File: config.mk
export PLATFORM = sky130hd
export DESIGN_NAME = internal_memory_map_decode
export DESIGN_NICKNAME = d
export VERILOG_FILES = /design/src/rtl/calibration_ram_fault_classify.v /design/src/rtl/internal_memory_map_decode.v
export VERILOG_INCLUDE_DIRS = /design/src /design/src/rtl
export SDC_FILE = /design/constraint.sdc
export NUM_CORES = 1
export LEC_CHECK = 0
export BUFFER_PORTS_ARGS = -buffer_cell sky130_fd_sc_hd__buf_2
export CORE_UTILIZATION = 40
export DETAILED_ROUTE_END_ITERATION = 16
export GPL_ROUTABILITY_DRIVEN = 1
export PLACE_DENSITY = 0.78
export SYNTH_ARGS = -nofsm -noshare
export SYNTH_HDL_FRONTEND = slang
export SYNTH_SLANG_ARGS = --single-unit
export TNS_END_PERCENT = 20
File: constraint.sdc
create_clock -name core_clk -period 1 [get_ports core_clk]
set_input_delay 0.3 -clock core_clk [delete_from_list [all_inputs] [get_ports core_clk]]
set_output_delay 0.3 -clock core_clk [all_outputs]
set_load 0.03 [all_outputs]
File: src/rtl/mem_decode_consts.vh
/*
  Constants for the internal memory block decoder: region size and base
  selection, section offsets within the 4-Mbyte block, and target codes.
  Assumes byte addresses on a 32-bit bus.
*/
`ifndef MEM_DECODE_CONSTS_VH
`define MEM_DECODE_CONSTS_VH

// region placement
`define REGION_SEL_W      3
`define REGION_OFS_W      22
`define REGION_TOP_ZERO   7'h00

// section bounds, offsets within the block
`define FLASH_A_LO        22'h000000
`define FLASH_A_HI        22'h07FFFF
`define FLASH_B_LO        22'h080000
`define FLASH_B_HI        22'h0FFFFF
`define CTRL_LO           22'h2FC000
`define CTRL_HI           22'h2FFFFF
`define IMB_LO            22'h300000
`define IMB_HI            22'h307FFF
`define LBUS_CTRL_LO      22'h380000
`define LBUS_CTRL_HI      22'h383FFF
`define CALIBRATION_RAM_B_LO       22'h3F7000
`define CALIBRATION_RAM_B_HI       22'h3F7FFF
`define CALIBRATION_RAM_A_LO       22'h3F8000
`define CALIBRATION_RAM_A_HI       22'h3FFFFF
`define SPR_LO            22'h2FA000
`define SPR_HI            22'h2FBFFF

// protection granularity: 8-Kbyte blocks
`define PROT_BLK_SHIFT    13
`define PROT_BLK_W        3
`define PROT_BLK_N        8

// target codes
`define TGT_W             3
`define TGT_EXTERNAL      3'h0
`define TGT_FLASH_A       3'h1
`define TGT_FLASH_B       3'h2
`define TGT_CALIBRATION_RAM        3'h3
`define TGT_CTRL          3'h4
`define TGT_IMB           3'h5
`define TGT_LBUS_CTRL     3'h6
`define TGT_SPR           3'h7

// burst buffer register access latency
`define SPR_CYCLES        2'h2

`endif

File: src/rtl/calibration_ram_fault_classify.v
/*
  Classifies a protection fault on a calibration_ram access into a data
  storage or machine check exception; a plain core fault without relocation
  raises neither. Assumes same-clock inputs.
*/
`timescale 1ns/100ps
module calibration_ram_fault_classify (
  input  wire core_clk,
  input  wire rstn,
  input  wire faultValid,
  input  wire fromCore,
  input  wire overlayAccess,
  input  wire dataRelocationBit,
  output reg  dataStorageExc,
  output reg  machineCheckExc
);

  wire coreNormal;

  // only plain core accesses take the data storage path
  assign coreNormal = fromCore & ~overlayAccess;

  // registered one-cycle exception pulses
  always @(posedge core_clk or negedge rstn) begin
    if (!rstn) begin
      dataStorageExc  <= 1'b0;
      machineCheckExc <= 1'b0;
    end else begin
      dataStorageExc  <= faultValid & coreNormal & dataRelocationBit;
      // slave-mode and overlay faults escalate; a plain core fault without relocation is dropped
      machineCheckExc <= faultValid & ~coreNormal;
    end
  end

endmodule // calibration_ram_fault_classify

File: src/rtl/internal_memory_map_decode.v
/*
  Internal memory block address decoder: places the 4-Mbyte block at one
  of eight bases, selects a section, checks calibration_ram protection and
  classifies faults, and times burst_buffer_unit register accesses.
  Assumes a single-cycle request strobe from one bus master at a time and
  a location setting driven by the system_interface_unit on this clock.
*/
`timescale 1ns/100ps
`include "mem_decode_consts.vh"
module internal_memory_map_decode (
  input  wire                      core_clk,
  input  wire                      rstn,
  input  wire [2:0]                regionLocation,
  input  wire                      reqValid,
  input  wire [31:0]               reqAddr,
  input  wire                      reqWrite,
  input  wire                      reqFromCore,
  input  wire                      reqOverlay,
  input  wire                      dataRelocationBit,
  input  wire [7:0]                calramWriteProtect,
  output reg                       selValid,
  output reg  [2:0]                selTarget,
  output reg  [21:0]               selOffset,
  output reg                       selExternal,
  output wire                      sprDone,
  output wire                      dataStorageExc,
  output wire                      machineCheckExc
);

  ////////////////////////////////////////////////////////////////////////
  // layout inside the block, offsets from the selected base:
  //   000000..07FFFF  first flash module
  //   080000..0FFFFF  second flash module
  //   100000..2F9FFF  reserved, passed to the external bus
  //   2FA000..2FBFFF  burst buffer unit registers
  //   2FC000..2FFFFF  interface unit and flash control
  //   300000..307FFF  intermodule bus peripherals
  //   308000..37FFFF  reserved
  //   380000..383FFF  local bus control registers
  //   384000..3F6FFF  reserved
  //   3F7000..3FFFFF  calibration RAM, small module then large one
  // the map is fixed; only the base moves, so a second chip on the same
  // bus simply picks another of the eight bases

  ////////////////////////////////////////////////////////////////////////
  // decode

  // address bit positions of the base select and the must-be-zero top
  localparam BASE_LO = `REGION_OFS_W;
  localparam BASE_HI = `REGION_OFS_W + `REGION_SEL_W - 1;
  localparam TOP_LO  = `REGION_OFS_W + `REGION_SEL_W;

  // true when offset lies in [lo,hi]; used for every section window
  function inWin;
    input [21:0] ofs;
    input [21:0] lo;
    input [21:0] hi;
    begin
      inWin = (ofs >= lo) && (ofs <= hi);
    end
  endfunction

  // section lookup for an offset already known to lie in the region; the
  // windows never overlap, so the order of the tests is free
  function [`TGT_W-1:0] sectionOf;
    input [21:0] o;
    begin
      if (inWin(o, `FLASH_A_LO, `FLASH_A_HI))
        sectionOf = `TGT_FLASH_A;
      else if (inWin(o, `FLASH_B_LO, `FLASH_B_HI))
        sectionOf = `TGT_FLASH_B;
      else if (inWin(o, `SPR_LO, `SPR_HI))
        sectionOf = `TGT_SPR;
      else if (inWin(o, `CTRL_LO, `CTRL_HI))
        sectionOf = `TGT_CTRL;
      else if (inWin(o, `IMB_LO, `IMB_HI))
        sectionOf = `TGT_IMB;
      else if (inWin(o, `LBUS_CTRL_LO, `LBUS_CTRL_HI))
        sectionOf = `TGT_LBUS_CTRL;
      else if (inWin(o, `CALIBRATION_RAM_B_LO, `CALIBRATION_RAM_A_HI))
        sectionOf = `TGT_CALIBRATION_RAM;
      else
        sectionOf = `TGT_EXTERNAL;  // reserved holes fall through to the bus
    end
  endfunction

  wire [21:0] ofs;
  wire        inRegion;
  reg  [2:0]  target;
  wire        isCalram;
  wire [2:0]  protBlk;
  wire        protFault;

  assign ofs = reqAddr[`REGION_OFS_W-1:0];
  // whole block moves as one; the three base bits compare and the top seven bits must be zero
  assign inRegion = (reqAddr[31:TOP_LO] == `REGION_TOP_ZERO) &&
                    (reqAddr[BASE_HI:BASE_LO] == regionLocation);

  // section select; offset is passed on unchanged so each peripheral sees
  // its window from the lowest address upward
  always @* begin
    target = `TGT_EXTERNAL;
    if (inRegion)
      target = sectionOf(ofs);
  end

  // calibration RAM protection: one write-protect bit per 8-Kbyte block
  assign isCalram  = (target == `TGT_CALIBRATION_RAM);
  assign protBlk   = ofs[`PROT_BLK_SHIFT+`PROT_BLK_W-1:`PROT_BLK_SHIFT];
  assign protFault = reqValid & isCalram & reqWrite & calramWriteProtect[protBlk];

  ////////////////////////////////////////////////////////////////////////
  // registered select outputs

  reg selValid_next;
  reg selExternal_next;

  // claim decision; a faulting access is never forwarded to the array,
  // and an outside address is handed to the external bus untouched
  always @* begin
    selValid_next    = 1'b0;
    selExternal_next = 1'b0;
    if (reqValid) begin
      if (target == `TGT_EXTERNAL)
        selExternal_next = 1'b1;
      else if (!protFault)
        selValid_next    = 1'b1;
    end
  end

  // select flops; target and offset follow every cycle, qualified by selValid
  always @(posedge core_clk or negedge rstn) begin
    if (!rstn) begin
      selValid    <= 1'b0;
      selTarget   <= `TGT_EXTERNAL;
      selOffset   <= 22'h000000;
      selExternal <= 1'b0;
    end else begin
      selValid    <= selValid_next;
      selTarget   <= target;
      selOffset   <= ofs;
      selExternal <= selExternal_next;
    end
  end

  ////////////////////////////////////////////////////////////////////////
  // burst buffer register access timing

  // the first cycle takes the request, the second answers; a request that
  // arrives while busy is ignored, so the master keeps them three apart
  localparam SPR_IDLE = 2'b00;
  localparam SPR_WAIT = 2'b01;
  localparam SPR_DONE = 2'b10;

  reg [1:0] sprState_reg;
  reg [1:0] sprState_next;

  // next-state decode; only core requests are timed here
  always @* begin
    sprState_next = sprState_reg;
    case (sprState_reg)
      SPR_IDLE: begin
        if (reqValid && reqFromCore && target == `TGT_SPR)
          sprState_next = SPR_WAIT;
      end
      SPR_WAIT: begin
        sprState_next = SPR_DONE;
      end
      SPR_DONE: begin
        sprState_next = SPR_IDLE;
      end
      default: begin
        sprState_next = SPR_IDLE;  // unused code recovers at once
      end
    endcase
  end

  // state register
  always @(posedge core_clk or negedge rstn) begin
    if (!rstn)
      sprState_reg <= SPR_IDLE;
    else
      sprState_reg <= sprState_next;
  end

  // done on the second cycle after the request was taken
  assign sprDone = (sprState_reg == SPR_DONE);

  ////////////////////////////////////////////////////////////////////////
  // fault classification

  // exceptions come one cycle after the request, in step with the selects;
  // the classifier sees the raw master attributes of the same cycle
  calibration_ram_fault_classify faultClass (
    .core_clk          (core_clk),
    .rstn              (rstn),
    .faultValid        (protFault),
    .fromCore          (reqFromCore),
    .overlayAccess     (reqOverlay),
    .dataRelocationBit (dataRelocationBit),
    .dataStorageExc    (dataStorageExc),
    .machineCheckExc   (machineCheckExc)
  );

endmodule // internal_memory_map_decode

==> run_results.csv, run 1 <==
group,metric,value,unit
drt,vias_per_cell,4.97,
cells_and_area,stdcell_count,215,
worst_hold_path,hold_class,"input pin to register",
sta,fin_skew,0.00000125,ns
clock_tree,clk_latency,0.32,ns
sta,fin_tns_setup,-7.20,ns
floorplan,die_x,55.2,µm
floorplan,core_area,0.00257,mm²
worst_setup_path,slowest_stage,"or4_4",
logic_synthesis,ys.flop_type,"dfrtp_1",
cells_and_area,multi_input_area,403,µm²
logic_synthesis,synth_area,0.00113,mm²
flow_run,maxCapViolations,0,
logic_synthesis,synth_edf_count,0,
global_route,grt_pass1_vias,1106,
clock_tree,clk_pin_slew,0.10,ns
logic_synthesis,ys_top_cells_by_area,"dfrtp_1 69%, mux4_1 4.6%, nor2_1 2.3%",
sta,slew_violations,0,
worst_setup_path,required,1.25,ns
worst_setup_path,crit_path_max_incr_delay,0.53,ns
drt,drc,0,
global_route,grt_usage,22.6,%
logic_synthesis,synthesis.nets,128,
place,io_buffers,79,
power,leakage,0.00104,µW
drt,ant_nets,0,
worst_setup_path,path_class,"input pin to register",
drt,num_vias,1068,
cells_and_area,fin_nets,234,
clock_tree,cts_htree_levels,2,
cells_and_area,seq_area,776,µm²
drt,drt-met1-wl,1170,µm
drt,drtIter0Drc,15,
logic_synthesis,synthCells,78,
drt,detail_route.wl_per_cell,15.1,µm
worst_setup_path,crit_arrival,1.68,ns
place,gp_congestion,0.815,
cells_and_area,largest_reg_flops,22,
clock_tree,root_buffer,"clkbuf_4",
logic_synthesis,synth.avg_cell_area,14.5,µm²
sta,period_share,143,%
sta,worst_pin_slew,0.410,ns
outcome,violations,"setup timing",
cells_and_area,area_growth,80.9,%
logic_synthesis,async_flop_share,100,%
cells_and_area,nFillCells,152,
worst_setup_path,crit_chain,"buf_6 > or4_4 > nor4_4 > nor4b_4 > nand4_1 > nor2_1",
worst_setup_path,cp_max_fo,2,
drt,highest-signal-layer,"met4",
cells_and_area,antenna_cells,0,
logic_synthesis,synth_top_area_share,68.5,%
drt,drtPass1Iterations,4,
floorplan,num_rows,18,
sta,final.setup.worst_slack,-0.426,ns
worst_setup_path,reg2reg_slack,-0.26,ns
clock_tree,clockBufferDepth,2,
outcome,status,"finished with violations",
clock_tree,clock_sink_count,31,
floorplan,io_pins,80,
worst_setup_path,start_kind,"input pin",
sta,final_hold_viol_count,0,
global_route,grt_pass1_wl,5200,µm
drt,wirelength,3240,µm
sta,rsz0062_at_grt,"yes",
sta,max_slew_margin,72.5,%
sta,finalSetupViolCount,38,
power,ir_worst_vdd,1.08,mV
floorplan,dieArea,0.00305,mm²
global_route,antenna_found_initial,0,
power,powerDensity,1220,mW/mm²
cells_and_area,fin_util,79.8,%
sta,max_freq,0.701,GHz
global_route,grt_max_degree,32,
place,placed_cells_incl_taps,200,
logic_synthesis,ys_seq_area_share,68.5,%
worst_setup_path,critPathCaptureType,"register",
floorplan,die_h,55.2,µm
clock_tree,cts_tree,"done",
cells_and_area,drive_above_1_share,64.9,%
place,dp_hpwl,2060,µm
floorplan,initial_utilization,44.1,%
logic_synthesis,ys_types,27,
power,total_power,2490,µW
clock_tree,numCtsBuffers,5,
sta,period_minus_slack,1.43,ns
logic_synthesis,synth_warnings,0,
drt,wl_met2,1720,µm
place,dp_slack,-0.810,ns
logic_synthesis,synth_top_area_cell,"dfrtp_1",
logic_synthesis,synth_seq_cells,31,
drt,route.met3.wl,280,µm
global_route,grt_overflow_total,0,
==> Yosys cell counts, types with 2 or more instances <==
master   instances
dfrtp_1         31
nor3b_1          2
nor2b_1          3
inv_1            2
a21o_1           2
a21oi_1          3
nor2_1           7
mux4_1           2
nand3_1          2
nand2_1          5
xnor2_1          3
==> cells by family (layout without fill, tap and decap cells) <==
kind of cell | count (synthesis) | count (layout) | share of synthesized area, %
AO/OA/AOI/OAI | 11 | 11 | 7.62
XOR/XNOR | 3 | 3 | 2.32
buffers and inverters | 2 | 109 | 0.663
flip-flops | 31 | 31 | 68.5
multiplexers | 3 | 3 | 5.64
AND/OR/NAND/NOR | 28 | 28 | 15.2
==> cell usage in the layout, fill, tap and decap left out, drive strengths merged, types with 2 or more instances in the layout <==
master,count
buf,98
a21o,2
clkinv,3
and3,2
xnor2,3
clkbuf,5
a21oi,3
nor2,7
nor2b,3
inv,2
mux4,2
nor3b,2
nand2,5
dfrtp,31
nand3,2
nor4,2
==> power breakdown <==
group	leakage [µW]	internal (µW)	switching [µW]	total, µW
Combinational	0.000628	253	244	497
Clock	0.0000347	261	410	671
Sequential	0.000380	1300	24.4	1320
Total	0.00104	1810	678	2490
==> per-stage QoR <==
step	hold WS, ns	instance area [µm²]
final	0.0764	2050
after global routing	0.0480	2050
after CTS	0.0609	2000
after detailed placement	0.260	1680
after global placement	0.257	1680
after floorplan	0.00441	1130
==> layer usage <==
metal / up-vias / global-route usage (%)
met1: 503 / 25.9
met4: 0 / 10.0
met3: 7 / 5.39
met5: - / 0
met2: 69 / 39.9
li1: 489 / -
==> area by class of cell <==
type | instances | share of cell area (%)
clock buffer | 5 | 1.83
timing repair buffer | 99 | 37.7
inverter | 2 | 0.367
multi-input combinational | 45 | 19.7
clock inverter | 3 | 0.733
sequential | 31 | 37.9
tap | 30 | 1.83
==> critical path: cells and delay by family <==
kind	cells	cell delay (ns)
and+or+nand+nor	5	1.29
buffers and inverters	1	0.09
==> path summary, 6_finish.rpt <==
check / to / from / cells after the start
worst min register to register: sprState_reg[1] / sprState_reg[1] / 3
min in group asynchronous: selOffset[11] / rstn / 3
max in group asynchronous: sprState_reg[1] / rstn / 3
worst max-delay path: faultClass.machineCheckExc / reqAddr[26] / 6
worst max register to register: sprState_reg[0] / sprState_reg[1] / 4
worst min-delay path: selOffset[0] / reqAddr[0] / 1
==> timing repair <==
item / 4_1_cts / 5_1_grt
pin swaps: 8 / 3
endpoints found under the setup margin: 38 / 38
setup buffers: 4 / 2
hold buffers: 1 / 0
hold endpoints to repair: 31 / 0
gates resized for setup: 73 / 6
gates cloned: 0 / 0
No activity file was read; power rests on OpenSTA's default activity.
==> inputs of run 2 (changes only) <==
PLACE_DENSITY = default   (was 0.78)
PLACE_DENSITY_LB_ADDON = 0.12   (was default)
==> run 2 against run 1 <==
Net effect:
- the run still ends with setup timing left
- first-iteration DRC count increased by 13%
- combinational power decreased by 1%
- die area unchanged
- critical endpoint unchanged
==> run_results.csv, run 2 (synthesis gave the netlist of run 1 again) <==
group,metric,value,unit
cells_and_area,drive_above_1_share,61.8,%
cells_and_area,final_cell_mix,"47 x buf_2, 31 x dfrtp_1, 31 x buf_6, 12 x buf_4, 7 x nor2_1",
sta,fin_skew,0.0000225,ns
drt,ant_nets,0,
cells_and_area,nFillCells,166,
drt,drc,0,
drt,num_vias,1011,
floorplan,die_h,55.2,µm
worst_setup_path,start_kind,"input pin",
worst_setup_path,path_delay_family,"simple AND/OR/NAND/NOR gates",
floorplan,num_rows,18,
cells_and_area,fin_nets,228,
global_route,grt_overflow_total,0,
worst_setup_path,crit_path_max_incr_delay,0.53,ns
clock_tree,numCtsBuffers,5,
cells_and_area,area_growth,74.3,%
drt,detail_route.wl_per_cell,13.2,µm
power,seqPwrFrac,52.7,%
sta,worst_pin_slew,0.424,ns
global_route,grt_usage,19.7,%
floorplan,dieArea,0.00305,mm²
cells_and_area,final_common_cell,"buf_2",
cells_and_area,stdcell_count,208,
place,io_buffers,79,
global_route,grt_pass1_wl,4560,µm
floorplan,core_area,0.00257,mm²
sta,period_share,140,%
clock_tree,clk_latency,0.31,ns
place,place_area,0.00168,mm²
worst_setup_path,path_class,"input pin to register",
clock_tree,clockBufferDepth,2,
place,gp_congestion,0.804,
worst_setup_path,crit_arrival,1.65,ns
clock_tree,cts_tree,"done",
power,netSwitchingFraction,25.3,%
worst_setup_path,required,1.25,ns
sta,final_hold_viol_count,0,
power,ir_worst_vdd,1.17,mV
sta,max_freq,0.715,GHz
drt,vias_per_cell,4.86,
flow_run,maxCapViolations,0,
clock_tree,root_buffer,"clkbuf_4",
global_route,antenna_found_initial,0,
sta,max_slew_margin,71.7,%
cells_and_area,largest_reg_flops,22,
worst_setup_path,cp_max_fo,2,
drt,drtIter0Drc,17,
global_route,grt_pass1_vias,1031,
power,clkPwrFrac,27.8,%
place,placed_cells_incl_taps,200,
power,p_int,1880,µW
sta,slew_violations,0,
cells_and_area,antenna_cells,0,
worst_setup_path,slowest_stage,"or4_4",
sta,final.setup.worst_slack,-0.398,ns
sta,finalSetupViolCount,38,
sta,period_minus_slack,1.40,ns
worst_hold_path,hold_class,"input pin to register",
power,leakage,0.00100,µW
power,powerDensity,1270,mW/mm²
floorplan,die_x,55.2,µm
place,dp_hpwl,1930,µm
power,comb_power_share,19.6,%
drt,wirelength,2740,µm
cells_and_area,design_area,0.00197,mm²
drt,drtPass1Iterations,4,
clock_tree,cts_htree_levels,2,
outcome,status,"finished with violations",
outcome,violations,"setup timing",
floorplan,initial_utilization,44.1,%
sta,rsz0062_at_grt,"yes",
clock_tree,clock_sink_count,31,
worst_setup_path,crit_chain,"buf_6 > or4_4 > nor4_4 > nor4b_4 > nand4_1 > nor2_1",
global_route,grt_max_degree,23,
floorplan,io_pins,80,
power,switching_power,636,µW
worst_setup_path,critPathCaptureType,"register",
clock_tree,clk_pin_slew,0.08,ns
worst_setup_path,crit_buf_inv,1,
-- run 2: layout make-up --
cell class | count | area, µm² | share of cell area [%]
sequential | 31 | 776 | 39.3
clock inverter | 1 | 5.00 | 0.254
tap | 30 | 37.5 | 1.90
timing repair buffer | 93 | 719 | 36.5
clock buffer | 6 | 51.3 | 2.60
inverter | 2 | 7.51 | 0.380
multi-input combinational | 45 | 377 | 19.1
-- run 2: layer usage --
| layer | wire length [µm] | global-route usage [%] | up-vias |
|---|---|---|---|
| li1 | - | - | 478 |
| met2 | 1480 | 34.8 | 66 |
| met3 | 221 | 6.32 | 4 |
| met5 | 0 | 0 | - |
| met4 | 44 | 9.64 | 0 |
| met1 | 990 | 21.2 | 463 |
-- run 2: timing repair --
item	in CTS	in global routing
pin swaps	1	3
endpoints found under the hold margin	9	0
cloned	0	0
endpoints found under the setup margin	38	38
setup buffers	0	0
resized for setup	67	5
hold buffers	1	0
-- run 2: path summary, 6_finish.rpt --
kind	slack [ns]	endpoint	cells past startpoint	from
setup reg to reg	0.11	sprState_reg[0]	2	sprState_reg[0]
min in group asynchronous	0.38	selOffset[15]	2	rstn
hold / removal	0.09	selOffset[0]	1	reqAddr[0]
max in group asynchronous	0.23	selOffset[5]	3	rstn
hold reg to reg	0.45	sprState_reg[1]	1	sprState_reg[1]
setup / recovery	-0.40	faultClass.machineCheckExc	6	reqAddr[26]
-- run 2: stage by stage --
| stage | setup TNS (ns) | setup WS [ns] | util (%) | hold slack [ns] | total power (µW) |
|---|---|---|---|---|---|
| 2_1_floorplan | -3.58 | -0.540 | - | 0.00441 | 1510 |
| 3_3_place_gp | -4.87 | -0.702 | 65.3 | 0.170 | 1730 |
| 3_5_place_dp | -5.23 | -0.770 | 65.3 | 0.179 | 1740 |
| 4_1_cts | -6.63 | -0.372 | 76.2 | 0.0749 | 2530 |
| 5_1_grt | -8.09 | -0.426 | 76.9 | 0.0585 | 2650 |
| 6_report | -6.45 | -0.398 | 76.9 | 0.0917 | 2510 |
-- run 2: worst reg2reg max path: cells and delay by family, from the launching register on --
family | cells | cell delay, ns
and+or+nand+nor | 2 | 0.44
DFF | 1 | 0.40
-- run 2: power groups by stage --
stage	Sequential (µW)	Combinational, µW	Clock [µW]
global route	1330	524	796
global placement	1330	397	0
detailed placement	1330	407	0
CTS	1320	486	724
floorplan	1440	70.6	0
finish	1320	492	697
==> inputs of run 3 (changes only) <==
CORE_UTILIZATION = 43   (was 40)
clock period = 1.7 ns   (was 1 ns; I/O delays follow)
==> run 3 against run 2 <==
Net effect:
- the run now ends clean
- core utilization fell by 9.0 points
- via count shrank 3.2%
- setup slack gained 0.46 ns
- combinational power shrank 54%
- power is 45% lower
- non-clock buffer count decreased by 9
- largest power group unchanged
==> run_results.csv, run 3 (synthesis gave the netlist of run 1 again) <==
group,metric,value,unit
floorplan,io_pins,80,
global_route,grt_max_degree,32,
power,comb_power_share,16.5,%
global_route,grt_overflow_total,0,
clock_tree,ctsResizeCount,0,
flow_run,maxCapViolations,0,
sta,max_freq,0.610,GHz
cells_and_area,seq_area,776,µm²
worst_setup_path,path_class,"input pin to register",
global_route,grt_pass1_wl,3620,µm
clock_tree,cts_tree,"done",
floorplan,initial_utilization,45.7,%
drt,wirelength,2390,µm
sta,finalSetupViolCount,0,
sta,fin_tns_setup,0,ns
worst_setup_path,crit_chain,"buf_6 > or4_4 > nor4_4 > nor4b_4 > nand4_1 > nor2_1",
sta,period_minus_slack,1.64,ns
global_route,grt_pass1_vias,921,
cells_and_area,fin_nets,219,
sta,period_share,96.5,%
clock_tree,clk_pin_slew,0.09,ns
floorplan,core_area,0.00248,mm²
sta,hold_slack,0.213,ns
place,place_area,0.00160,mm²
place,dp_hpwl,1890,µm
drt,num_vias,979,
cells_and_area,final_common_cell,"buf_2",
floorplan,dieArea,0.00284,mm²
worst_setup_path,crit_path_max_incr_delay,0.53,ns
worst_setup_path,crit_arrival,1.88,ns
floorplan,die_h,53.3,µm
sta,final_hold_viol_count,0,
worst_setup_path,start_kind,"input pin",
floorplan,num_rows,18,
worst_setup_path,critPathCaptureType,"register",
place,placed_cells_incl_taps,192,
clock_tree,clockBufferDepth,2,
place,io_buffers,79,
power,p_int,1020,µW
place,gp_congestion,0.865,
cells_and_area,drive_above_1_share,57.1,%
sta,fin_skew,0.00485,ns
clock_tree,numCtsBuffers,5,
drt,vias_per_cell,4.90,
global_route,antenna_found_initial,0,
global_route,grt_usage,18.7,%
power,ir_worst_vdd,0.527,mV
sta,worst_pin_slew,0.651,ns
clock_tree,cts_htree_levels,2,
drt,detail_route.wl_per_cell,12.0,µm
drt,drtIter0Drc,9,
cells_and_area,final_cell_mix,"78 x buf_2, 31 x dfrtp_1, 7 x nor2_1",
drt,drtPass1Iterations,4,
power,powerDensity,821,mW/mm²
cells_and_area,antenna_cells,0,
clock_tree,clk_latency,0.31,ns
cells_and_area,nFillCells,214,
clock_tree,postCtsSetupBuffers,0,
worst_setup_path,cp_max_fo,2,
clock_tree,ctsHoldBuffers,0,
worst_setup_path,slowest_stage,"or4_4",
cells_and_area,area_growth,48.4,%
cells_and_area,multi_input_area,370,µm²
cells_and_area,stdcell_count,200,
drt,drc,0,
sta,max_slew_margin,56.6,%
outcome,status,"finished, final reports clean",
power,leakage,0.000892,µW
cells_and_area,largest_reg_flops,22,
cells_and_area,fin_util,67.8,%
worst_hold_path,hold_class,"input pin to asynchronous set/reset pin",
power,netSwitchingFraction,26.0,%
power,switching_power,358,µW
power,clkPwrFrac,27.7,%
clock_tree,clock_sink_count,31,
sta,slew_violations,0,
clock_tree,root_buffer,"clkbuf_4",
floorplan,die_x,53.3,µm
worst_setup_path,required,1.94,ns
cells_and_area,design_area,0.00168,mm²
drt,ant_nets,0,
power,seqPwrFrac,55.8,%
## run 3: cell type report
type	count	area share, %
clock buffer	7	2.68
clock inverter	1	0.298
inverter	2	0.447
tap	30	2.23
sequential	31	46.2
multi-input combinational	45	22.0
timing repair buffer	84	26.1
## run 3: final timing paths
path / from / endpoint / slack, ns / cells after the start
min reg2reg: sprState_reg[1] / sprState_reg[1] / 0.46 / 1
min in group core_clk: reqAddr[10] / selOffset[10] / 0.29 / 1
max: reqAddr[26] / faultClass.machineCheckExc / 0.06 / 6
max reg2reg: sprState_reg[0] / sprState_reg[0] / 0.86 / 2
max in group asynchronous: rstn / selOffset[3] / 1.06 / 1
min: rstn / selOffset[1] / 0.21 / 1
## run 3: power groups by stage
| stage | clock, µW | combinational (µW) | sequential [µW] |
|---|---|---|---|
| after floorplan | 0 | 41.5 | 845 |
| after global placement | 0 | 220 | 784 |
| after detailed placement | 0 | 224 | 785 |
| after CTS | 399 | 225 | 770 |
| after global routing | 435 | 247 | 773 |
| final | 382 | 228 | 770 |
## run 3: critical path: cells and delay by family
family	cells	cell delay, ns
and+or+nand+nor	5	1.28
buffers and inverters	1	0.09
## run 3: routing by layer
metal | track usage [%] | vias up | wire, µm
li1 | - | 460 | -
met3 | 7.76 | 6 | 259
met1 | 18.7 | 453 | 865
met4 | 8.77 | 0 | 46
met5 | 0 | - | 0
met2 | 32.9 | 60 | 1220
## run 3: per-stage QoR
step                power (µW)  setup slack, ns
floorplan                  887          -0.0503
global placement          1000           -0.221
detailed placement        1010           -0.308
CTS                       1390           0.0306
global route              1460          -0.0271
finish                    1380           0.0599
